File: src/shared/uecm_params.svh
`ifndef UECM_PARAMS_SVH
`define UECM_PARAMS_SVH

`define UECM_NUM_EP        5
`define UECM_ADDR_W        8
`define UECM_DATA_W        8
`define UECM_CNT_W         6
`define UECM_EP_W          3

// Endpoint register addresses on the CPU I/O port
`define UECM_ADDR_CNT0     8'h11
`define UECM_ADDR_MODE0    8'h12
`define UECM_ADDR_CNT1     8'h13
`define UECM_ADDR_MODE1    8'h14
`define UECM_ADDR_CNT2     8'h15
`define UECM_ADDR_MODE2    8'h16
`define UECM_ADDR_CNT3     8'h41
`define UECM_ADDR_MODE3    8'h42
`define UECM_ADDR_CNT4     8'h43
`define UECM_ADDR_MODE4    8'h44

// Count register fields
`define UECM_CNT_TOG       7
`define UECM_CNT_VALID     6
`define UECM_CNT_RST       8'h00
`define UECM_RX_ZLP_CNT    6'h02

// Mode register fields
`define UECM_MODE_SETUP    7
`define UECM_MODE_IN       6
`define UECM_MODE_OUT      5
`define UECM_MODE_ACK      4
`define UECM_MODE_STALL    7
`define UECM_MODE_RST      8'h00

// Mode encodings
`define UECM_M_DISABLE     4'h0
`define UECM_M_NAK_INOUT   4'h1
`define UECM_M_STAT_OUT    4'h2
`define UECM_M_STALL_IO    4'h3
`define UECM_M_IGN_IO      4'h4
`define UECM_M_ISO_OUT     4'h5
`define UECM_M_STAT_IN     4'h6
`define UECM_M_ISO_IN      4'h7
`define UECM_M_NAK_OUT     4'h8
`define UECM_M_ACK_OUT     4'h9
`define UECM_M_NAK_OUT_SI  4'hA
`define UECM_M_ACK_OUT_SI  4'hB
`define UECM_M_NAK_IN      4'hC
`define UECM_M_ACK_IN      4'hD
`define UECM_M_NAK_IN_SO   4'hE
`define UECM_M_ACK_IN_SO   4'hF

`endif

File: src/shared/uecm_pkg.sv
package uecm_pkg;
	typedef enum logic [1:0] {
		UECM_PID_SETUP = 2'h0,
		UECM_PID_IN    = 2'h1,
		UECM_PID_OUT   = 2'h2,
		UECM_PID_NONE  = 2'h3
	} uecm_pid_t;

	typedef enum logic [2:0] {
		UECM_R_IGNORE = 3'h0,
		UECM_R_ACK    = 3'h1,
		UECM_R_NAK    = 3'h2,
		UECM_R_STALL  = 3'h3,
		UECM_R_TXCNT  = 3'h4,
		UECM_R_TX0    = 3'h5,
		UECM_R_CHECK  = 3'h6
	} uecm_resp_t;

	typedef enum logic [0:0] {
		UECM_ST_IDLE = 1'h0,
		UECM_ST_BUSY = 1'h1
	} uecm_state_t;
endpackage : uecm_pkg

File: src/shared/uecm_lock_if.sv
`timescale 1ns/1ps
`default_nettype none
interface uecm_lock_if;
	logic mode_upd;
	logic cnt_upd;
	logic mode_rd;
	logic cnt_rd;
	logic mode_lock;
	logic cnt_lock;
	modport owner (input mode_upd, cnt_upd, mode_rd, cnt_rd, output mode_lock, cnt_lock);
	modport user  (output mode_upd, cnt_upd, mode_rd, cnt_rd, input mode_lock, cnt_lock);
endinterface : uecm_lock_if
`default_nettype wire

File: src/verilog/uecm_ep0_lock.sv
`timescale 1ns/1ps
`default_nettype none
module uecm_ep0_lock (
	input  wire logic   i_clk,
	input  wire logic   i_rst_b,
	uecm_lock_if.owner  lk
);
	logic mode_lock_ff;
	logic cnt_lock_ff;

	// RL22 single mode flag
	// RL10 update beats read
	always_ff @(posedge i_clk or negedge i_rst_b) begin
		if (!i_rst_b) begin
			mode_lock_ff <= 1'b0;
		end else if (lk.mode_upd) begin
			mode_lock_ff <= 1'b1;
		end else if (lk.mode_rd) begin
			mode_lock_ff <= 1'b0;
		end
	end

	// RL7 count lock flag
	always_ff @(posedge i_clk or negedge i_rst_b) begin
		if (!i_rst_b) begin
			cnt_lock_ff <= 1'b0;
		end else if (lk.cnt_upd) begin
			cnt_lock_ff <= 1'b1;
		end else if (lk.cnt_rd) begin
			cnt_lock_ff <= 1'b0;
		end
	end

	assign lk.mode_lock = mode_lock_ff;
	assign lk.cnt_lock  = cnt_lock_ff;
endmodule : uecm_ep0_lock
`default_nettype wire

File: src/verilog/uecm_mode_decode.sv
`timescale 1ns/1ps
`default_nettype none
`include "uecm_params.svh"
module uecm_mode_decode (
	input  wire logic [3:0]          i_mode,
	input  wire logic                i_stall,
	input  wire uecm_pkg::uecm_pid_t i_pid,
	input  wire logic                i_acked,
	output uecm_pkg::uecm_resp_t     o_resp,
	output logic [3:0]               o_nxt_mode
);
	logic setup_ok;

	// RL13 setup accepting modes
	always_comb begin
		case (i_mode)
			`UECM_M_NAK_INOUT, `UECM_M_STAT_OUT, `UECM_M_STALL_IO, `UECM_M_IGN_IO,
			`UECM_M_STAT_IN, `UECM_M_NAK_OUT_SI, `UECM_M_ACK_OUT_SI,
			`UECM_M_NAK_IN_SO, `UECM_M_ACK_IN_SO: setup_ok = 1'b1;
			default: setup_ok = 1'b0;
		endcase
	end

	always_comb begin
		o_resp = uecm_pkg::UECM_R_IGNORE;
		if (i_pid == uecm_pkg::UECM_PID_SETUP) begin
			o_resp = setup_ok ? uecm_pkg::UECM_R_ACK : uecm_pkg::UECM_R_IGNORE;
		end else if (i_pid == uecm_pkg::UECM_PID_IN) begin
			case (i_mode)
				// RL14 nak in/out
				`UECM_M_NAK_INOUT, `UECM_M_NAK_IN, `UECM_M_NAK_IN_SO: o_resp = uecm_pkg::UECM_R_NAK;
				`UECM_M_STAT_OUT, `UECM_M_STALL_IO: o_resp = uecm_pkg::UECM_R_STALL;
				`UECM_M_STAT_IN, `UECM_M_NAK_OUT_SI, `UECM_M_ACK_OUT_SI: o_resp = uecm_pkg::UECM_R_TX0;
				`UECM_M_ISO_IN, `UECM_M_ACK_IN_SO: o_resp = uecm_pkg::UECM_R_TXCNT;
				// RL17 stall gates ack in
				`UECM_M_ACK_IN: o_resp = i_stall ? uecm_pkg::UECM_R_STALL : uecm_pkg::UECM_R_TXCNT;
				default: o_resp = uecm_pkg::UECM_R_IGNORE;
			endcase
		end else if (i_pid == uecm_pkg::UECM_PID_OUT) begin
			case (i_mode)
				`UECM_M_NAK_INOUT, `UECM_M_NAK_OUT, `UECM_M_NAK_OUT_SI: o_resp = uecm_pkg::UECM_R_NAK;
				// RL19 check decided later
				`UECM_M_STAT_OUT, `UECM_M_NAK_IN_SO, `UECM_M_ACK_IN_SO: o_resp = uecm_pkg::UECM_R_CHECK;
				`UECM_M_STALL_IO, `UECM_M_STAT_IN: o_resp = uecm_pkg::UECM_R_STALL;
				`UECM_M_ISO_OUT, `UECM_M_ACK_OUT_SI: o_resp = uecm_pkg::UECM_R_ACK;
				// RL15 stall gates ack out
				// RL21 stall on non-control
				`UECM_M_ACK_OUT: o_resp = i_stall ? uecm_pkg::UECM_R_STALL : uecm_pkg::UECM_R_ACK;
				default: o_resp = uecm_pkg::UECM_R_IGNORE;
			endcase
		end
	end

	always_comb begin
		o_nxt_mode = i_mode;
		if (i_pid == uecm_pkg::UECM_PID_SETUP && setup_ok) begin
			// RL14 setup forces nak mode
			o_nxt_mode = `UECM_M_NAK_INOUT;
		end else if (i_acked) begin
			case (i_mode)
				// RL15 ack out to nak
				`UECM_M_ACK_OUT: o_nxt_mode = `UECM_M_NAK_OUT;
				// RL16 status in variant
				`UECM_M_ACK_OUT_SI: o_nxt_mode = `UECM_M_NAK_OUT_SI;
				// RL17 ack in to nak
				`UECM_M_ACK_IN: o_nxt_mode = `UECM_M_NAK_IN;
				// RL18 status out variant
				`UECM_M_ACK_IN_SO: o_nxt_mode = `UECM_M_NAK_IN_SO;
				default: o_nxt_mode = i_mode;
			endcase
		end
	end
endmodule : uecm_mode_decode
`default_nettype wire

File: src/verilog/uecm_endpoint_logic.sv
// Operation
// RL1 - Firmware loads IN count, 0 to 32
// RL2 - OUT/SETUP count is bytes plus two
// RL3 - Valid flag only on good CRC receive
// RL4 - Bad CRC interrupts, valid flag cleared
// RL5 - Firmware sets toggle for IN packets
// RL6 - Received toggle copied into count register
// RL7 - Endpoint 0 count locked after receive update
// RL8 - Other count registers never locked
// RL9 - Setup bit held high until write ends
// RL10 - Only reads after update release lock
// RL11 - Update refreshes mode bits and count
// RL12 - Interrupt flag set at update point
// RL13 - Decode disable, status and stall modes
// RL14 - Nak mode forced by SETUP; isochronous modes
// RL15 - Ack out falls back to nak out
// RL16 - Ack out status in falls to nak
// RL17 - Ack in falls back to nak in
// RL18 - Ack in status out falls to nak
// RL19 - Check acks only zero-length DATA1 OUT
// RL20 - Endpoint 0 mode low bits locked
// RL21 - Stall bit acts in ack modes only
// RL22 - One lock flag per register gates writes
`timescale 1ns/1ps
`default_nettype none
`include "uecm_params.svh"
module uecm_endpoint_logic (
	input  wire logic                     i_clk,
	input  wire logic                     i_rst_b,
	input  wire logic [`UECM_ADDR_W-1:0]  i_io_addr,
	input  wire logic                     i_io_wr,
	input  wire logic                     i_io_rd,
	input  wire logic [`UECM_DATA_W-1:0]  i_io_wdata,
	output logic      [`UECM_DATA_W-1:0]  o_io_rdata,
	input  wire logic                     i_tok_vld,
	input  wire logic [1:0]               i_tok_pid,
	input  wire logic [`UECM_EP_W-1:0]    i_tok_ep,
	input  wire logic                     i_setup_pt,
	input  wire logic                     i_ctl_wr_end,
	input  wire logic                     i_upd,
	input  wire logic                     i_upd_crc_ok,
	input  wire logic [`UECM_CNT_W-1:0]   i_upd_rx_cnt,
	input  wire logic                     i_upd_rx_tog,
	input  wire logic                     i_upd_host_ack,
	output logic      [2:0]               o_tok_resp,
	output logic                          o_tok_resp_vld,
	output logic      [`UECM_CNT_W-1:0]   o_tx_cnt,
	output logic                          o_tx_tog,
	output logic      [2:0]               o_hs,
	output logic                          o_hs_vld,
	output logic      [`UECM_NUM_EP-1:0]  o_ep_irq,
	output logic                          o_ep0_mode_lock,
	output logic                          o_ep0_cnt_lock
);
	localparam logic [`UECM_ADDR_W-1:0] MODE_ADDR [`UECM_NUM_EP] = '{
		`UECM_ADDR_MODE0, `UECM_ADDR_MODE1, `UECM_ADDR_MODE2, `UECM_ADDR_MODE3, `UECM_ADDR_MODE4};
	localparam logic [`UECM_ADDR_W-1:0] CNT_ADDR [`UECM_NUM_EP] = '{
		`UECM_ADDR_CNT0, `UECM_ADDR_CNT1, `UECM_ADDR_CNT2, `UECM_ADDR_CNT3, `UECM_ADDR_CNT4};
	localparam logic [`UECM_EP_W-1:0] LAST_EP = 3'h4;

	logic                       rst_meta_b_ff;
	logic                       rst_b_ff;
	logic [`UECM_DATA_W-1:0]    mode_ff [`UECM_NUM_EP];
	logic [`UECM_DATA_W-1:0]    cnt_ff [`UECM_NUM_EP];
	logic [`UECM_NUM_EP-1:0]    hit_mode;
	logic [`UECM_NUM_EP-1:0]    hit_cnt;
	logic [`UECM_NUM_EP-1:0]    upd_ep;
	logic [`UECM_NUM_EP-1:0]    ep_irq_ff;
	uecm_pkg::uecm_state_t      st_ff;
	uecm_pkg::uecm_state_t      nxt_st;
	uecm_pkg::uecm_pid_t        tok_pid_ff;
	uecm_pkg::uecm_resp_t       tok_resp_ff;
	uecm_pkg::uecm_resp_t       tok_resp_dec;
	uecm_pkg::uecm_resp_t       upd_resp_unused;
	logic [`UECM_EP_W-1:0]      tok_ep_ff;
	logic [`UECM_DATA_W-1:0]    in_mode;
	logic [`UECM_DATA_W-1:0]    cur_mode;
	logic [3:0]                 nxt_mode_dec;
	logic [3:0]                 tok_nxt_unused;
	logic                       tok_ep_ok;
	logic                       upd_go;
	logic                       data_rx;
	logic                       acked;
	logic                       setup_hold_ff;
	logic [2:0]                 tok_resp_out_ff;
	logic                       tok_resp_vld_ff;
	logic [`UECM_CNT_W-1:0]     tx_cnt_ff;
	logic                       tx_tog_ff;
	logic [2:0]                 hs_ff;
	logic                       hs_vld_ff;
	logic [`UECM_DATA_W-1:0]    rdata_ff;
	logic [`UECM_DATA_W-1:0]    nxt_rdata;

	uecm_lock_if lk ();

	// Async assert, synchronous release
	always_ff @(posedge i_clk or negedge i_rst_b) begin
		if (!i_rst_b) begin
			rst_meta_b_ff <= 1'b0;
			rst_b_ff      <= 1'b0;
		end else begin
			rst_meta_b_ff <= 1'b1;
			rst_b_ff      <= rst_meta_b_ff;
		end
	end

	assign tok_ep_ok = (i_tok_ep <= LAST_EP);
	assign in_mode   = tok_ep_ok ? mode_ff[i_tok_ep] : `UECM_MODE_RST;
	assign cur_mode  = mode_ff[tok_ep_ff];
	assign data_rx   = (tok_pid_ff != uecm_pkg::UECM_PID_IN);
	assign upd_go    = i_upd && (st_ff == uecm_pkg::UECM_ST_BUSY)
		&& (tok_resp_ff != uecm_pkg::UECM_R_IGNORE);

	// Response at token time, using the live mode of the addressed endpoint
	uecm_mode_decode u_dec_tok (
		.i_mode     (in_mode[3:0]),
		.i_stall    ((i_tok_ep != 3'h0) && in_mode[`UECM_MODE_STALL]),
		.i_pid      (uecm_pkg::uecm_pid_t'(i_tok_pid)),
		.i_acked    (1'b0),
		.o_resp     (tok_resp_dec),
		.o_nxt_mode (tok_nxt_unused)
	);

	// Mode change at the update point
	uecm_mode_decode u_dec_upd (
		.i_mode     (cur_mode[3:0]),
		.i_stall    ((tok_ep_ff != 3'h0) && cur_mode[`UECM_MODE_STALL]),
		.i_pid      (tok_pid_ff),
		.i_acked    (acked),
		.o_resp     (upd_resp_unused),
		.o_nxt_mode (nxt_mode_dec)
	);

	// RL19 zero-length DATA1 check
	always_comb begin
		acked = 1'b0;
		if (tok_pid_ff == uecm_pkg::UECM_PID_IN) begin
			acked = i_upd_host_ack && ((tok_resp_ff == uecm_pkg::UECM_R_TXCNT)
				|| (tok_resp_ff == uecm_pkg::UECM_R_TX0));
		end else if (tok_resp_ff == uecm_pkg::UECM_R_ACK) begin
			acked = i_upd_crc_ok;
		end else if (tok_resp_ff == uecm_pkg::UECM_R_CHECK) begin
			acked = i_upd_crc_ok && i_upd_rx_tog && (i_upd_rx_cnt == `UECM_RX_ZLP_CNT);
		end
	end

	always_comb begin
		nxt_st = st_ff;
		case (st_ff)
			uecm_pkg::UECM_ST_IDLE: begin
				if (i_tok_vld && tok_ep_ok) begin
					nxt_st = uecm_pkg::UECM_ST_BUSY;
				end
			end
			uecm_pkg::UECM_ST_BUSY: begin
				if (i_upd) begin
					nxt_st = uecm_pkg::UECM_ST_IDLE;
				end
			end
			default: nxt_st = uecm_pkg::UECM_ST_IDLE;
		endcase
	end

	always_ff @(posedge i_clk or negedge rst_b_ff) begin
		if (!rst_b_ff) begin
			st_ff <= uecm_pkg::UECM_ST_IDLE;
		end else begin
			st_ff <= nxt_st;
		end
	end

	// A new token restarts bookkeeping even if the last one never updated
	always_ff @(posedge i_clk or negedge rst_b_ff) begin
		if (!rst_b_ff) begin
			tok_pid_ff      <= uecm_pkg::UECM_PID_NONE;
			tok_ep_ff       <= 3'h0;
			tok_resp_ff     <= uecm_pkg::UECM_R_IGNORE;
			tok_resp_out_ff <= 3'h0;
			tok_resp_vld_ff <= 1'b0;
			tx_cnt_ff       <= 6'h00;
			tx_tog_ff       <= 1'b0;
		end else begin
			tok_resp_vld_ff <= i_tok_vld && tok_ep_ok;
			if (i_tok_vld && tok_ep_ok) begin
				tok_pid_ff      <= uecm_pkg::uecm_pid_t'(i_tok_pid);
				tok_ep_ff       <= i_tok_ep;
				tok_resp_ff     <= tok_resp_dec;
				tok_resp_out_ff <= tok_resp_dec;
				// RL1 firmware count sent
				tx_cnt_ff       <= cnt_ff[i_tok_ep][`UECM_CNT_W-1:0];
				// RL5 firmware toggle sent
				tx_tog_ff       <= cnt_ff[i_tok_ep][`UECM_CNT_TOG];
			end
		end
	end

	// Final handshake for OUT/SETUP; a failed check stalls
	always_ff @(posedge i_clk or negedge rst_b_ff) begin
		if (!rst_b_ff) begin
			hs_ff     <= 3'h0;
			hs_vld_ff <= 1'b0;
		end else begin
			hs_vld_ff <= upd_go && data_rx;
			if (upd_go && data_rx) begin
				if (acked) begin
					hs_ff <= uecm_pkg::UECM_R_ACK;
				end else if (tok_resp_ff == uecm_pkg::UECM_R_CHECK) begin
					hs_ff <= uecm_pkg::UECM_R_STALL;
				end else if (tok_resp_ff == uecm_pkg::UECM_R_ACK) begin
					hs_ff <= uecm_pkg::UECM_R_IGNORE;
				end else begin
					hs_ff <= tok_resp_ff;
				end
			end
		end
	end

	// RL9 setup bit hold window
	always_ff @(posedge i_clk or negedge rst_b_ff) begin
		if (!rst_b_ff) begin
			setup_hold_ff <= 1'b0;
		end else if (i_setup_pt && (tok_ep_ff == 3'h0)
			&& (tok_pid_ff == uecm_pkg::UECM_PID_SETUP)
			&& (tok_resp_ff == uecm_pkg::UECM_R_ACK)) begin
			setup_hold_ff <= 1'b1;
		end else if (i_ctl_wr_end) begin
			setup_hold_ff <= 1'b0;
		end
	end

	assign lk.mode_upd = upd_ep[0];
	// RL7 lock on receive update
	assign lk.cnt_upd  = upd_ep[0] && data_rx;
	assign lk.mode_rd  = i_io_rd && hit_mode[0];
	assign lk.cnt_rd   = i_io_rd && hit_cnt[0];

	uecm_ep0_lock u_lock (
		.i_clk   (i_clk),
		.i_rst_b (rst_b_ff),
		.lk      (lk.owner)
	);

	genvar gi;
	generate
		for (gi = 0; gi < `UECM_NUM_EP; gi++) begin : g_ep
			assign hit_mode[gi] = (i_io_addr == MODE_ADDR[gi]);
			assign hit_cnt[gi]  = (i_io_addr == CNT_ADDR[gi]);
			assign upd_ep[gi]   = upd_go && (tok_ep_ff == gi[`UECM_EP_W-1:0]);

			// Hardware update sits after the CPU write so it wins a tie
			always_ff @(posedge i_clk or negedge rst_b_ff) begin
				if (!rst_b_ff) begin
					mode_ff[gi] <= `UECM_MODE_RST;
				end else begin
					if (i_io_wr && hit_mode[gi]) begin
						if (gi != 0) begin
							mode_ff[gi] <= i_io_wdata;
						end else begin
							// RL20 low bits write gate
							if (!lk.mode_lock) begin
								mode_ff[gi][`UECM_MODE_SETUP-1:0] <= i_io_wdata[`UECM_MODE_SETUP-1:0];
							end
							// RL9 clear blocked in hold
							if (!setup_hold_ff) begin
								mode_ff[gi][`UECM_MODE_SETUP] <= 1'b0;
							end
						end
					end
					if (gi == 0 && (setup_hold_ff || (i_setup_pt && tok_ep_ff == 3'h0
						&& tok_resp_ff == uecm_pkg::UECM_R_ACK
						&& tok_pid_ff == uecm_pkg::UECM_PID_SETUP))) begin
						mode_ff[gi][`UECM_MODE_SETUP] <= 1'b1;
					end
					// RL11 mode refresh
					if (upd_ep[gi]) begin
						mode_ff[gi][3:0] <= nxt_mode_dec;
						if (acked) begin
							mode_ff[gi][`UECM_MODE_ACK] <= 1'b1;
						end
						if (gi == 0 && tok_pid_ff == uecm_pkg::UECM_PID_IN) begin
							mode_ff[gi][`UECM_MODE_IN] <= 1'b1;
						end
						if (gi == 0 && tok_pid_ff == uecm_pkg::UECM_PID_OUT) begin
							mode_ff[gi][`UECM_MODE_OUT] <= 1'b1;
						end
					end
				end
			end

			always_ff @(posedge i_clk or negedge rst_b_ff) begin
				if (!rst_b_ff) begin
					cnt_ff[gi] <= `UECM_CNT_RST;
				end else if (upd_ep[gi] && data_rx) begin
					// RL2 received bytes plus CRC
					cnt_ff[gi][`UECM_CNT_W-1:0] <= i_upd_rx_cnt;
					// RL3 valid on good CRC
					// RL4 bad CRC clears valid
					cnt_ff[gi][`UECM_CNT_VALID] <= i_upd_crc_ok;
					// RL6 copy received toggle
					cnt_ff[gi][`UECM_CNT_TOG] <= i_upd_rx_tog;
				// RL8 only endpoint 0 gated
				// RL22 write gated by flag
				end else if (i_io_wr && hit_cnt[gi] && !(gi == 0 && lk.cnt_lock)) begin
					cnt_ff[gi] <= i_io_wdata;
				end
			end

			// RL12 interrupt at update
			always_ff @(posedge i_clk or negedge rst_b_ff) begin
				if (!rst_b_ff) begin
					ep_irq_ff[gi] <= 1'b0;
				end else begin
					ep_irq_ff[gi] <= upd_ep[gi] && (acked || (data_rx && !i_upd_crc_ok));
				end
			end
		end
	endgenerate

	// Unmapped addresses read zero
	always_comb begin
		nxt_rdata = 8'h00;
		for (int k = 0; k < `UECM_NUM_EP; k++) begin
			if (hit_mode[k]) begin
				nxt_rdata = mode_ff[k];
			end
			if (hit_cnt[k]) begin
				nxt_rdata = cnt_ff[k];
			end
		end
	end

	always_ff @(posedge i_clk or negedge rst_b_ff) begin
		if (!rst_b_ff) begin
			rdata_ff <= 8'h00;
		end else if (i_io_rd) begin
			rdata_ff <= nxt_rdata;
		end
	end

	assign o_io_rdata      = rdata_ff;
	assign o_tok_resp      = tok_resp_out_ff;
	assign o_tok_resp_vld  = tok_resp_vld_ff;
	assign o_tx_cnt        = tx_cnt_ff;
	assign o_tx_tog        = tx_tog_ff;
	assign o_hs            = hs_ff;
	assign o_hs_vld        = hs_vld_ff;
	assign o_ep_irq        = ep_irq_ff;
	assign o_ep0_mode_lock = lk.mode_lock;
	assign o_ep0_cnt_lock  = lk.cnt_lock;
endmodule : uecm_endpoint_logic
`default_nettype wire

File: config.mk
export PLATFORM = sky130hd
export DESIGN_NAME = uecm_endpoint_logic
export DESIGN_NICKNAME = d
export VERILOG_FILES = /design/src/shared/uecm_pkg.sv /design/src/shared/uecm_lock_if.sv /design/src/verilog/uecm_ep0_lock.sv /design/src/verilog/uecm_mode_decode.sv /design/src/verilog/uecm_endpoint_logic.sv
export VERILOG_INCLUDE_DIRS = /design/src /design/src/shared
export SDC_FILE = /design/constraint.sdc
export NUM_CORES = 1
export LEC_CHECK = 0
export ABC_AREA = 1
export BUFFER_PORTS_ARGS = -buffer_cell sky130_fd_sc_hd__buf_2
export CAP_MARGIN = 20
export CORE_ASPECT_RATIO = 2
export CORE_MARGIN = 5
export CORE_UTILIZATION = 45
export DETAILED_ROUTE_END_ITERATION = 6
export HOLD_SLACK_MARGIN = 0.02
export PLACE_DENSITY_LB_ADDON = 0.25
export SLEW_MARGIN = 20
export SYNTH_ARGS = -nofsm -noshare
export SYNTH_HDL_FRONTEND = slang
export SYNTH_SLANG_ARGS = --single-unit
File: constraint.sdc
create_clock -name i_clk -period 3.75 [get_ports i_clk]
set_clock_uncertainty 0.1 [all_clocks]
set_input_delay 0.75 -clock i_clk [delete_from_list [all_inputs] [get_ports i_clk]]
set_output_delay 0.75 -clock i_clk [all_outputs]
set_load 0.01 [all_outputs]
# Word level (Yosys, flattened, before mapping)

Memory sizes are Yosys's and may differ from the RTL's.
Index checks and enable logic that the tools add are counted.
Widths: inputs -> output; s select.

Eq/ne operators: 44
Reduce and logical (&&, ||, !) cells: 77
Magnitude comparators: 3
Mux-type cells: 76
Bitwise operators: 3

Operators with widths:

| operator           | number |
|---|---|
| $mux 8             | 26 |
| $bmux 8 s3         | 3 |
| $eq 4x4->1 const B | 12 |
| $eq 8x5->1 const B | 6 |
| $logic_and 1x1->1  | 43 |
| $mux 5             | 8 |
| $eq 8x7->1 const B | 4 |
| $pmux 3 s5         | 2 |
| $reduce_bool 2->1  | 14 |
| $mux 1             | 21 |
| $mux 3             | 7 |
| $mux 4             | 4 |
| $pmux 4 s4         | 1 |
| $mux 7             | 2 |
| $eq 3x3->1 const B | 4 |
| $eq 4x3->1 const B | 3 |
| $reduce_or 3->1    | 4 |
| $eq 4x2->1 const B | 2 |
| $ge 4x4->1 const B | 2 |
| $not 3->4          | 2 |
| $reduce_or 2->1    | 4 |
| $eq 3x1->1 const B | 2 |
| $eq 3x2->1 const B | 2 |
| $eq 6x2->1 const B | 1 |
| other kinds (15)   | 24 |

Memory bits (read-only): 32
Input port bits: 38
Output and inout bits: 30
Word-level logic and storage cells: 245
Flip-flop bits (word level): 119
Memories: 2

Memories:

| name             | depth | width | read ports | clocked after memory_dff | wr ports | line                   | RTL |
|---|---|---|---|---|---|---|---|
| (name not given) | 16    | 1     | 1          | 0                        | 0        | uecm_mode_decode.sv:16 | `case (i_mode)` |
| (name not given) | 16    | 1     | 1          | 0                        | 0        | uecm_mode_decode.sv:16 |  |

# Depth between registers and ports, before layout

Gate-level depths: netlist (run 1).

Depth after elaboration: 11
Depth in mapped cells: 16

# Hierarchy

A second synthesis (run 1) with hierarchy kept.

Cell total of the unflattened synthesis: 999
Area, all modules: 7224.4 um^2

Modules (own cells, without submodules):

| module                        | area an instance (um^2) | seq. area each (um^2) | instances | cells each |
|---|---|---|---|---|
| uecm_endpoint_logic           | 6590.1                  | 2930.3                | 1         | 857 |
| uecm_mode_decode at u_dec_tok | 282.8                   | 0.0                   | 1         | 67 |
| uecm_mode_decode at u_dec_upd | 271.5                   | 0.0                   | 1         | 65 |
| uecm_ep0_lock                 | 80.1                    | 50.0                  | 1         | 10 |

# Least setup slack after synthesis (run 1)

OpenSTA, ideal clock, no wires.

Kind: input-to-reg
Start: input i_io_addr[5]
End: register mode_ff[1] (netlist bit)
Buffers on the path: 0
Stages on the path: 10
Required time: 3529 ps
Setup time: 121 ps
Arrival: 1904 ps
Setup slack: 1625 ps
Cell sequence: nor2_1 nand3_1 inv_1 nand2_1 nor2_1 inv_2 nand2_1 inv_1 a22oi_1 nand2_1

Longest elaborated chain between the ends: 3

Ends and longest elaborated chain:

| element                            | line                       | RTL |
|---|---|---|
| start: declaration                 | uecm_endpoint_logic.sv:30  | `` input wire logic [`UECM_ADDR_W-1:0] i_io_addr, `` |
| $eq 8x7->1                         | uecm_endpoint_logic.sv:246 | `assign hit_mode[gi] = (i_io_addr == MODE_ADDR[gi]);` |
| $logic_and 1x1->1                  | uecm_endpoint_logic.sv:255 | `if (i_io_wr && hit_mode[gi]) begin` |
| $reduce_bool 2->1 (no source line) | --                         |  |
| end signal: indexed assignment     | uecm_endpoint_logic.sv:253 | `` mode_ff[gi] <= `UECM_MODE_RST; `` |
| end signal: indexed assignment     | uecm_endpoint_logic.sv:257 | `mode_ff[gi] <= i_io_wdata;` |
| end signal: indexed assignment     | uecm_endpoint_logic.sv:261 | `` mode_ff[gi][`UECM_MODE_SETUP-1:0] <= i_io_wdata[`UECM_MODE_SETUP-1:0]; `` |
| end: declaration                   | uecm_endpoint_logic.sv:63  | `` logic [`UECM_DATA_W-1:0] mode_ff [`UECM_NUM_EP]; `` |

Every way passes these cells.
A chain may end at the register's enable or synchronous reset.

# Final worst setup path (run 1)

Start: input i_tok_ep[0]
End: register tok_resp_out_ff[1] (netlist: o_tok_resp[1])

Longest elaborated chain between the ends: 11
Elaborated cells between the ends (all ways): 38
Classes of those cells: order compare (1); eq/ne (14); mux (11); bitwise (1); reduce/logical (11)

Ends and longest elaborated chain:

| element                                    | line                                           | RTL |
|---|---|---|
| start: declaration                         | uecm_endpoint_logic.sv:37                      | `` input wire logic [`UECM_EP_W-1:0] i_tok_ep, `` |
| $not 3->4 (implied by the code)            | uecm_endpoint_logic.sv:108                     | `` assign in_mode = tok_ep_ok ? mode_ff[i_tok_ep] : `UECM_MODE_RST; `` |
| $bmux 8 s3                                 | uecm_endpoint_logic.sv:108                     |  |
| $mux 8 (implied by the code) (2 in series) | uecm_endpoint_logic.sv:108                     |  |
| $mux 8 (no source line)                    | --                                             |  |
| $eq 4x2->1 (tied with other cells)         | uecm_mode_decode.sv:29, uecm_mode_decode.sv:40 |  |
| $reduce_or 3->1 (tied with other cells)    | uecm_mode_decode.sv:40                         | `case (i_mode)` |
| $pmux 3 s5                                 | uecm_mode_decode.sv:40                         |  |
| $mux 3                                     | uecm_mode_decode.sv:39                         | `end else if (i_pid == uecm_pkg::UECM_PID_OUT) begin` |
| $mux 3                                     | uecm_mode_decode.sv:28                         | `end else if (i_pid == uecm_pkg::UECM_PID_IN) begin` |
| $mux 3                                     | uecm_mode_decode.sv:26                         | `if (i_pid == uecm_pkg::UECM_PID_SETUP) begin` |
| end signal: assignment                     | uecm_endpoint_logic.sv:188                     | `tok_resp_out_ff <= tok_resp_dec;` |
| end: declaration                           | uecm_endpoint_logic.sv:85                      | `logic [2:0] tok_resp_out_ff;` |

Parallel ways exist; a longest one is shown, timed or not. The select of a mux whose other input is x is not followed.

==> key figures, run 1 <==
Outcome
  • Status: completed

Die
  • Die height: 186.8 um
  • Die footprint: 18390 um2
  • IO Pins: 68
  • Core area: 15370 um2
  • Initial Util: 45.76%
  • Row cnt: 64
  • Die width: 98.42 um

GRT
  • Remaining global-route overflow: 0
  • First-pass GRT wire length: 39.68 mm
  • Largest net degree at the start of global routing: 63
  • Number of global-route vias before repair: 7036
  • Overall Global Routing Usage: 28.36%
  • Initial antenna violation count: 0

Drt
  • Total wire length: 25.78 mm
  • Wl on met1: 8.656 mm
  • Avg WL per Cell: 20.69 um
  • Pre-antenna DRT Iters: 6
  • Met3 wire len: 1.302 mm
  • Antenna-violating nets left: 0
  • Vias: 7105
  • DR vias/cell: 5.702
  • Starting DRT DRC Count: 488
  • DRC Markers: 0
  • Routed wire length on met2: 13.16 mm
  • Top Layer Used: met4

Critical path
  • Crit path DAT: 2.69 ns
  • Worst Path Required: 3.96 ns
  • Crit path cell chain: buf_2 > inv_2 > nand2_1 > nand3_1 > nand3_1 > nand2_1 > nand2_1 > nor2_1 > nor2_1 > nand2_1 > nand2_1 > nand3_1 > nand2_1 > inv_1
  • Crit path capture type: register
  • CP Class: input pin to register
  • Slowest cell on the critical path: buf_2
  • Crit path largest cell delay: 0.38 ns
  • Crit path max fanout: 26
  • Most used cell, CP: nand2_1
  • Worst Setup Start Kind: input pin

Timing
  • Worst Max-Slew Pin Slew: 0.8340 ns
  • Setup_tns: 0 ns
  • RSZ-0062 raised after global routing: false
  • Final Hold Fails: 0
  • Max-slew headroom: 43.89%
  • Finish-stage setup viols: 0
  • Fmax: 403.3 MHz
  • Final Max Slew Viols: 0
  • Final worst-path cycle share: 66.13%
  • Fin crit period: 2.480 ns

Power
  • Power Density: 635.9 nW/um2
  • Leak: 4.131 nW
  • VDD IR-drop max: 361.8 uV
  • Overall power: 5.202 mW

Hold path
  • Hold Path Class: register to register

Synthesis
  • Post-synth EDFFs: 0
  • Commonest cells post-synth: 250 x nand2_1, 138 x inv_1, 117 x dfrtp_1
  • Async SR Flop Fraction: 100.0%
  • Count leader, synth: nand2_1
  • Post-synthesis sequential area ratio: 42.36%
  • Synth Cell Area: 7035 um2
  • Netlist cell types: 47
  • Syn Inst Count: 967
  • #FFs+latches synth: 119
  • Synth warnings: 0
  • Mapped Avg Cell Area: 7.276 um2
  • Area share of the largest cell type after synthesis: 41.61%
  • Synth top area cells: dfrtp_1 42%, nand2_1 13%, inv_1 7.4%
  • Syn Nets: 1005
  • Area leader, netlist: dfrtp_1
  • Most common flop cell mapped by yosys: dfrtp_1

Clock network
  • Root buffer cell: clkbuf_16
  • Clock sink count: 119
  • Num CTS Buffers: 17
  • Clock transition at the registers of the reported paths: 0.05 ns
  • H-tree lvl count: 4
  • Clk_lat worst skew: 0.42 ns
  • CTS tree: done
  • Max Root-Sink Buffers: 2

Run
  • Max Cap Viol: 0

Layout
  • Post-route insts no fill: 1246
  • ANT cells: 0
  • Layout cells sized above 1: 15.08%
  • Area grow syn2layout: 16.27%
  • Final #Nets: 1074

Place
  • GP Congestion: 0.9777
  • PortBufs: 67
  • DP Wirelength: 19.47 mm
  • Placed cell count: 1214
-- per-layer routing --
metal / GRT usage, % / up-vias
met5: 0 / -
met4: 24.30 / 0
met3: 4.293 / 121
met2: 49.45 / 341
met1: 28.74 / 3317
li1: - / 3326
-- cell usage in the layout (no fill, tap or decap), drive strengths merged --
master	n
o211ai	5
buf	72
dlygate4sd3	1
o221ai	31
nor4	1
o21ai	93
clkinvlp	1
clkinv	7
nand3	93
nand4	10
nor3	6
conb	1
o21a	2
nor3b	1
bufinv	4
clkbuf	22
nand3b	1
o21bai	1
a31oi	2
o22ai	16
a22o	4
a22oi	4
nand2	253
a32oi	1
dfstp	2
inv	154
dfrtp	117
a21oi	37
o221a	1
o31ai	2
nor2	103
-- final cells by class --
cell class	count	area, um2
clock buffers	22	474.2
clock inverters	9	147.6
fillers	1592	7194
inverters	157	595.6
multi-input cells	668	3336
flip-flops and latches	119	2984
well taps	198	247.7
repair buffers	73	395.4
-- through the flow --
step | util (%) | cell area (um2) | hold WS [ns] | setup slack, ns
2_1_floorplan | - | 7036 | 0.2312 | 0.09278
3_3_place_gp | 49.10 | 7548 | 0.2387 | 0.9011
3_5_place_dp | 49.10 | 7548 | 0.2434 | 0.8994
4_1_cts | 53.21 | 8180 | 0.2554 | 1.313
5_1_grt | 53.21 | 8180 | 0.2741 | 0.9786
6_report | 53.21 | 8180 | 0.2541 | 1.270
-- kinds of logic (layout without fill, tap and decap cells) --
group	count (synthesis)	after routing	share of synthesized area, %
buf+inv	180	261	10.23
flops	119	119	42.36
other cells	1	1	0.05330
compound gates	199	199	17.80
simple gates	468	468	29.56
-- critical path, delay by kind of cell --
family	cells	cell delay, ns
buf+inv	3	0.69
simple gates	11	1.23
-- report_power, final --
| group | total (mW) | internal (mW) | switching, mW |
|---|---|---|---|
| sequential | 2.05 | 1.71 | 0.342 |
| clock | 1.76 | 1.16 | 0.603 |
| combinational | 1.39 | 0.480 | 0.912 |
-- sequential cells by signal (all words and copies together) (netlist names) --
name	count
o_hs_vld	1
o_io_rdata	8
o_tx_cnt	6
o_hs	3
o_tok_resp_vld	1
mode_ff	40
o_ep_irq	5
setup_hold_ff	1
u_lock.lk.cnt_lock	1
cnt_ff	40
st_ff	1
tok_pid_ff	2
o_tok_resp	3
u_lock.lk.mode_lock	1
o_tx_tog	1
tok_ep_ff	3
rst_meta_b_ff	1
rst_b_ff	1
-- path summary, 6_finish.rpt --
kind / slack (ns) / cells past startpoint / start / end
setup reg to reg: 1.37 / 7 / o_tok_resp[2] / cnt_ff[11]
hold / removal: 0.25 / 0 / rst_meta_b_ff / rst_b_ff
max in group asynchronous: 2.38 / 1 / rst_b_ff / tok_pid_ff[1]
hold reg to reg: 0.25 / 0 / rst_meta_b_ff / rst_b_ff
setup / recovery: 1.27 / 14 / i_tok_ep[0] / o_tok_resp[1]
min in group asynchronous: 0.31 / 0 / rst_b_ff / mode_ff[14]
-- what timing repair did --
action	CTS	global route
endpoints found under the setup margin	0	0
setup buffers	0	0
hold endpoints to repair	2	0
hold buffers	1	0
resized for setup	0	0
(Power assumes the default switching activity.)
==> run 2: changes to the inputs <==
clock period = 2 ns   (was 3.75 ns; I/O delays follow)
==> run 2 against run 1 <==
- the run now ends with negative setup slack left
- first-iteration DRC count up 19%
- setup slack got worse by 1.3 ns
- clock-buffer cell count increased by 1
- sequential power up 88%
- worst hold slack worse by 0.21 ns
- die area did not move
- via count is 7.1% higher
- register-to-register slack worse by 1.4 ns
- non-clock buffer count increased by 126
- combinational power grew 130%
- core utilization up 7.1 points
- clock power rose by 76%
- critical path type is now register to register
==> key figures, run 2 (synthesized netlist as in run 1, its figures left out) <==
Clock network
  • Num CTS Buffers: 17
  • Clk_lat worst skew: 0.42 ns
  • CTS tree: done
  • Max Root-Sink Buffers: 2
  • Clock transition at the registers of the reported paths: 0.06 ns
  • Clock sink count: 119
  • H-tree lvl count: 4
  • Root buffer cell: clkbuf_16

Critical path
  • Crit path DAT: 2.22 ns
  • Crit path largest cell delay: 0.47 ns
  • Crit path max fanout: 7
  • Critical path origin: tok_ep_ff[0]
  • Worst Setup Start Kind: register
  • Worst Path Required: 2.21 ns
  • Crit path cell chain: nor2_4 > buf_6 > nand2_4 > nand4_1 > a22oi_2 > nand2_1 > nand3b_1 > nand3_2 > buf_12 > nand3_2 > nand2_1
  • Slowest cell on the critical path: dfrtp_2
  • Crit path capture type: register
  • Family with the most delay on the worst path: simple AND/OR/NAND/NOR gates
  • CP Class: register to register
  • Reg2Reg Launch Point: tok_ep_ff[0]
  • CP bufs+invs: 2

Layout
  • Most frequent cells in the layout: 243 x nand2_1, 135 x inv_1, 127 x buf_4, 113 x dfrtp_1, 82 x nand3_1
  • Fill count: 1470
  • Commonest non-fill, non-tap cell in the layout: nand2_1
  • ANT cells: 0
  • Final #Nets: 1201
  • Area grow syn2layout: 31.89%
  • Layout cells sized above 1: 27.04%

GRT
  • Overall Global Routing Usage: 30.26%
  • Largest net degree at the start of global routing: 60
  • Remaining global-route overflow: 0
  • First-pass GRT wire length: 42.16 mm
  • Initial antenna violation count: 0
  • Number of global-route vias before repair: 7585

Outcome
  • Status: complete, but fails checks
  • Failing checks: negative setup slack

Drt
  • Pre-antenna DRT Iters: 5
  • Vias: 7612
  • DRC Markers: 0
  • Avg WL per Cell: 20.19 um
  • Total wire length: 27.74 mm
  • Antenna-violating nets left: 0
  • Starting DRT DRC Count: 580
  • DR vias/cell: 5.540

Die
  • Die height: 186.8 um
  • Core area: 15370 um2
  • Row cnt: 64
  • Initial Util: 45.76%
  • Die width: 98.42 um
  • Die footprint: 18390 um2
  • IO Pins: 68

Power
  • Leak: 4.749 nW
  • Overall power: 10.12 mW
  • VDD IR-drop max: 692.1 uV
  • Power Density: 1090 nW/um2

Timing
  • Fin crit period: 2.013 ns
  • Final Max Slew Viols: 0
  • Hold_ws: 0.04346 ns
  • Finish-stage setup viols: 5
  • RSZ-0062 raised after global routing: true
  • Final worst-path cycle share: 100.6%
  • Final Hold Fails: 0
  • Final worst slack: -0.01254 ns
  • Fmax: 496.9 MHz

Run
  • Max Cap Viol: 0

Place
  • DP Wirelength: 21.43 mm
  • GP Congestion: 0.9555
  • PortBufs: 67
  • Worst slack, placed: -0.1553 ns

Hold path
  • Min-delay src: i_ctl_wr_end
  • Hold Path Class: input pin to register
run 2: cell types whose count changed in the layout (fill, tap and decap cells not counted), sizes merged:
cell,delta
buf,+126
bufinv,-1
clkbuf,+1
clkinv,-1
clkinvlp,+1
inv,+1
o31ai,+1
run 2: per-stage QoR:
step                utilization (%)  instances  instance area (um2)  setup TNS [ns]
detailed placement            54.84       1330                 8432          -2.175
finish                        60.35       1374                 9279        -0.03328
CTS                           58.98       1365                 9067               0
floorplan                         -        967                 7039               0
global route                  60.35       1374                 9279         -0.7182
global placement              54.84       1330                 8432          -1.898
run 2: routing by layer:
layer | vias to the layer above | GRT usage [%] | share of wire [%]
li1 | 3587 | - | -
met1 | 3552 | 30.42 | 33
met2 | 319 | 53.81 | 52
met3 | 154 | 4.629 | 5.3
met4 | 0 | 24.36 | 9.6
met5 | - | 0 | 0
run 2: what timing repair did:
| item | 4_1_cts | 5_1_grt |
|---|---|---|
| gates resized for setup | 7 | 45 |
| buffers inserted | 2 | 9 |
| hold buffers | 1 | 0 |
| gates cloned | 0 | 1 |
| hold endpoints to repair | 2 | 0 |
| pin swaps | 2 | 11 |
| endpoints found under the setup margin | 18 | 35 |
run 2: power by group:
part	total, mW	switching [mW]	internal (mW)
sequential	3.86	0.653	3.20
combinational	3.16	1.89	1.27
clock	3.10	1.12	1.98
total	10.1	3.66	6.46
run 2: worst reg2reg max path, stage by stage (launching register included):
cell,delay (ns)
dfrtp_2,0.47
nor2_4,0.08
buf_6,0.13
nand2_4,0.05
nand4_1,0.16
a22oi_2,0.23
nand2_1,0.11
nand3b_1,0.13
nand3_2,0.15
buf_12,0.18
nand3_2,0.05
nand2_1,0.05
run 2: path summary, 6_finish.rpt:
kind                                           end  slack, ns  depth (start not counted)
min in group asynchronous       u_lock.lk.cnt_lock       0.12                          0
worst min-delay path                 setup_hold_ff       0.04                          2
worst max register to register         mode_ff[26]      -0.01                         11
max in group asynchronous            tok_pid_ff[0]       1.01                          1
worst min register to register  u_lock.lk.cnt_lock       0.12                          0
worst max-delay path                   mode_ff[26]      -0.01                         11
run 2: layout make-up:
type | count | area (um2) | share of cell area, %
flip-flops and latches | 119 | 2988 | 32.20
clock buffers | 23 | 457.9 | 4.935
clock inverters | 9 | 125.1 | 1.348
inverters | 157 | 603.1 | 6.499
repair buffers | 199 | 1361 | 14.67
multi-input cells | 669 | 3496 | 37.68
well taps | 198 | 247.7 | 2.670
==> run 3: changes to the inputs <==
PLACE_DENSITY = 0.66   (was unset)
PLACE_DENSITY_LB_ADDON = unset   (was 0.25)
==> run 3 against run 2 <==
- non-clock buffer count shrank 7
- largest cell class unchanged
- critical path depth shrank 1
- combinational power about the same
- register-to-register slack worse by 0.07 ns
- die area is the same
- global-route usage decreased by 0.68 points
- fmax down 3.4%
- first-iteration DRC count fell by 8.4%
- cell area is 0.69% higher
- the flow still finishes with violations (negative setup slack)
- total power shrank 0.32%
- critical endpoint is now cnt_ff[6]
- clock power about the same
- highest routed layer unchanged
==> key figures, run 3 (synthesized netlist as in run 1, its figures left out) <==
Timing
  • Final Max Slew Viols: 0
  • Finish-stage setup viols: 12
  • Final Hold Fails: 0
  • Fin crit period: 2.083 ns
  • Final worst-path cycle share: 104.2%
  • Fmax: 480.0 MHz
  • Final worst slack: -0.08334 ns
  • RSZ-0062 raised after global routing: true
  • Hold_ws: 0.03202 ns

Drt
  • Total wire length: 27.29 mm
  • DRC Markers: 0
  • DR vias/cell: 5.543
  • Avg WL per Cell: 19.95 um
  • Vias: 7583
  • Antenna-violating nets left: 0
  • Pre-antenna DRT Iters: 5
  • Starting DRT DRC Count: 531

Clock network
  • Clock sink count: 119
  • H-tree lvl count: 4
  • Clock transition at the registers of the reported paths: 0.06 ns
  • Num CTS Buffers: 17
  • Max Root-Sink Buffers: 2
  • Clk_lat worst skew: 0.43 ns
  • Root buffer cell: clkbuf_16
  • CTS tree: done

Layout
  • Most frequent cells in the layout: 238 x nand2_1, 134 x inv_1, 114 x buf_4, 112 x dfrtp_1, 89 x nand3_1
  • Area grow syn2layout: 32.79%
  • Final #Nets: 1195
  • Seq. cell area: 2989 um2
  • Area of the multi-input gates: 3523 um2
  • ANT cells: 0
  • Fill count: 1504
  • Commonest non-fill, non-tap cell in the layout: nand2_1
  • Layout cells sized above 1: 27.44%

Power
  • Leak: 4.729 nW
  • VDD IR-drop max: 665.6 uV
  • Power Density: 1080 nW/um2

Critical path
  • Setup slack, reg-to-reg: -0.08 ns
  • CP Class: register to register
  • Slowest cell on the critical path: dfrtp_2
  • R2R depth: 10
  • Crit path largest cell delay: 0.40 ns
  • Crit path DAT: 2.34 ns
  • Worst Path Required: 2.26 ns
  • Crit path max fanout: 6
  • Crit path capture type: register
  • Worst Setup Start Kind: register
  • Reg-to-Reg End: cnt_ff[6]
  • Crit path cell chain: nor2_2 > buf_4 > a21oi_4 > inv_1 > nor2_8 > inv_4 > nor2_4 > clkinv_4 > o21ai_4 > o221a_1
  • Reg2Reg Launch Point: o_tok_resp[2]
  • Critical path origin: o_tok_resp[2]

Die
  • Die width: 98.42 um
  • Row cnt: 64
  • Die footprint: 18390 um2
  • Initial Util: 45.76%
  • Core area: 15370 um2
  • IO Pins: 68
  • Die height: 186.8 um

Place
  • GP Congestion: 0.9999
  • Worst slack, placed: -0.2128 ns
  • DP Wirelength: 21.05 mm
  • PortBufs: 67

GRT
  • Number of global-route vias before repair: 7666
  • Initial antenna violation count: 0
  • Overall Global Routing Usage: 29.58%
  • Largest net degree at the start of global routing: 70
  • Remaining global-route overflow: 0
  • First-pass GRT wire length: 41.17 mm

Outcome
  • Failing checks: negative setup slack
  • Status: complete, but fails checks

Run
  • Max Cap Viol: 0

Hold path
  • Hold Path Class: register to asynchronous set/reset pin
==> run 3: changes by cell type in the layout (fill, tap and decap cells not counted), sizes merged <==
cell	change
bufinv	-1
buf	-7
clkinvlp	+1
clkbuf	+2
inv	-1
==> run 3: repair_timing <==
item	CTS	global route
gates cloned	1	1
hold endpoints to repair	2	0
buffers inserted	0	8
hold buffers	1	0
gates resized for setup	11	58
pin swaps	1	11
setup endpoints to repair	23	64
==> run 3: final cells by class <==
type / instances / share of cell area, %
Clock buffer: 25 / 5.303
Clock inverter: 7 / 0.9910
Inverter: 157 / 6.562
Multi-Input combinational cell: 669 / 37.71
Sequential cell: 119 / 31.99
Tap cell: 198 / 2.652
Timing Repair Buffer: 192 / 14.72
Timing Repair inverter: 1 / 0.06696
==> run 3: how the worst max path moves through the flow <==
| stage | depth (start not counted) | endpoint | slack (ns) |
|---|---|---|---|
| after floorplan | 9 | cnt_ff[6] | 0.18 |
| after global placement | 10 | mode_ff[33] | -0.18 |
| after detailed placement | 10 | mode_ff[33] | -0.21 |
| after CTS | 8 | cnt_ff[28] | -0.02 |
| after global routing | 10 | mode_ff[17] | -0.12 |
| final | 10 | cnt_ff[6] | -0.08 |
==> run 3: metal layers <==
layer / vias to the layer above / GRT usage (%) / routed length [um]
li1: 3565 / - / -
met1: 3584 / 28.40 / 8993
met2: 306 / 52.37 / 14160
met3: 128 / 3.957 / 1279
met4: 0 / 27.99 / 2862
met5: - / 0 / 0
==> run 3: where the power goes <==
part | switching, mW | internal, mW
Sequential | 0.635 | 3.21
Combinational | 1.90 | 1.25
Clock | 1.14 | 1.96
Total | 3.67 | 6.41
==> run 3: critical path, delay by kind of cell, from the launching register on <==
kind	cells	cell delay [ns]
AND/OR/NAND/NOR	3	0.41
flip-flops	1	0.40
AO/OA/AOI/OAI	3	0.61
buffers and inverters	4	0.48
==> run 3: stage by stage <==
step / cells / instance area (um2) / util [%] / setup TNS (ns) / power [mW]
3_5_place_dp: 1327 / 8472 / 55.10 / -3.536 / 6.724
6_report: 1368 / 9343 / 60.77 / -0.3379 / 10.09
4_1_cts: 1361 / 9119 / 59.31 / -0.02753 / 9.862
5_1_grt: 1368 / 9343 / 60.77 / -2.209 / 10.57
3_3_place_gp: 1327 / 8472 / 55.10 / -2.942 / 6.684
2_1_floorplan: 967 / 7039 / - / 0 / 5.388
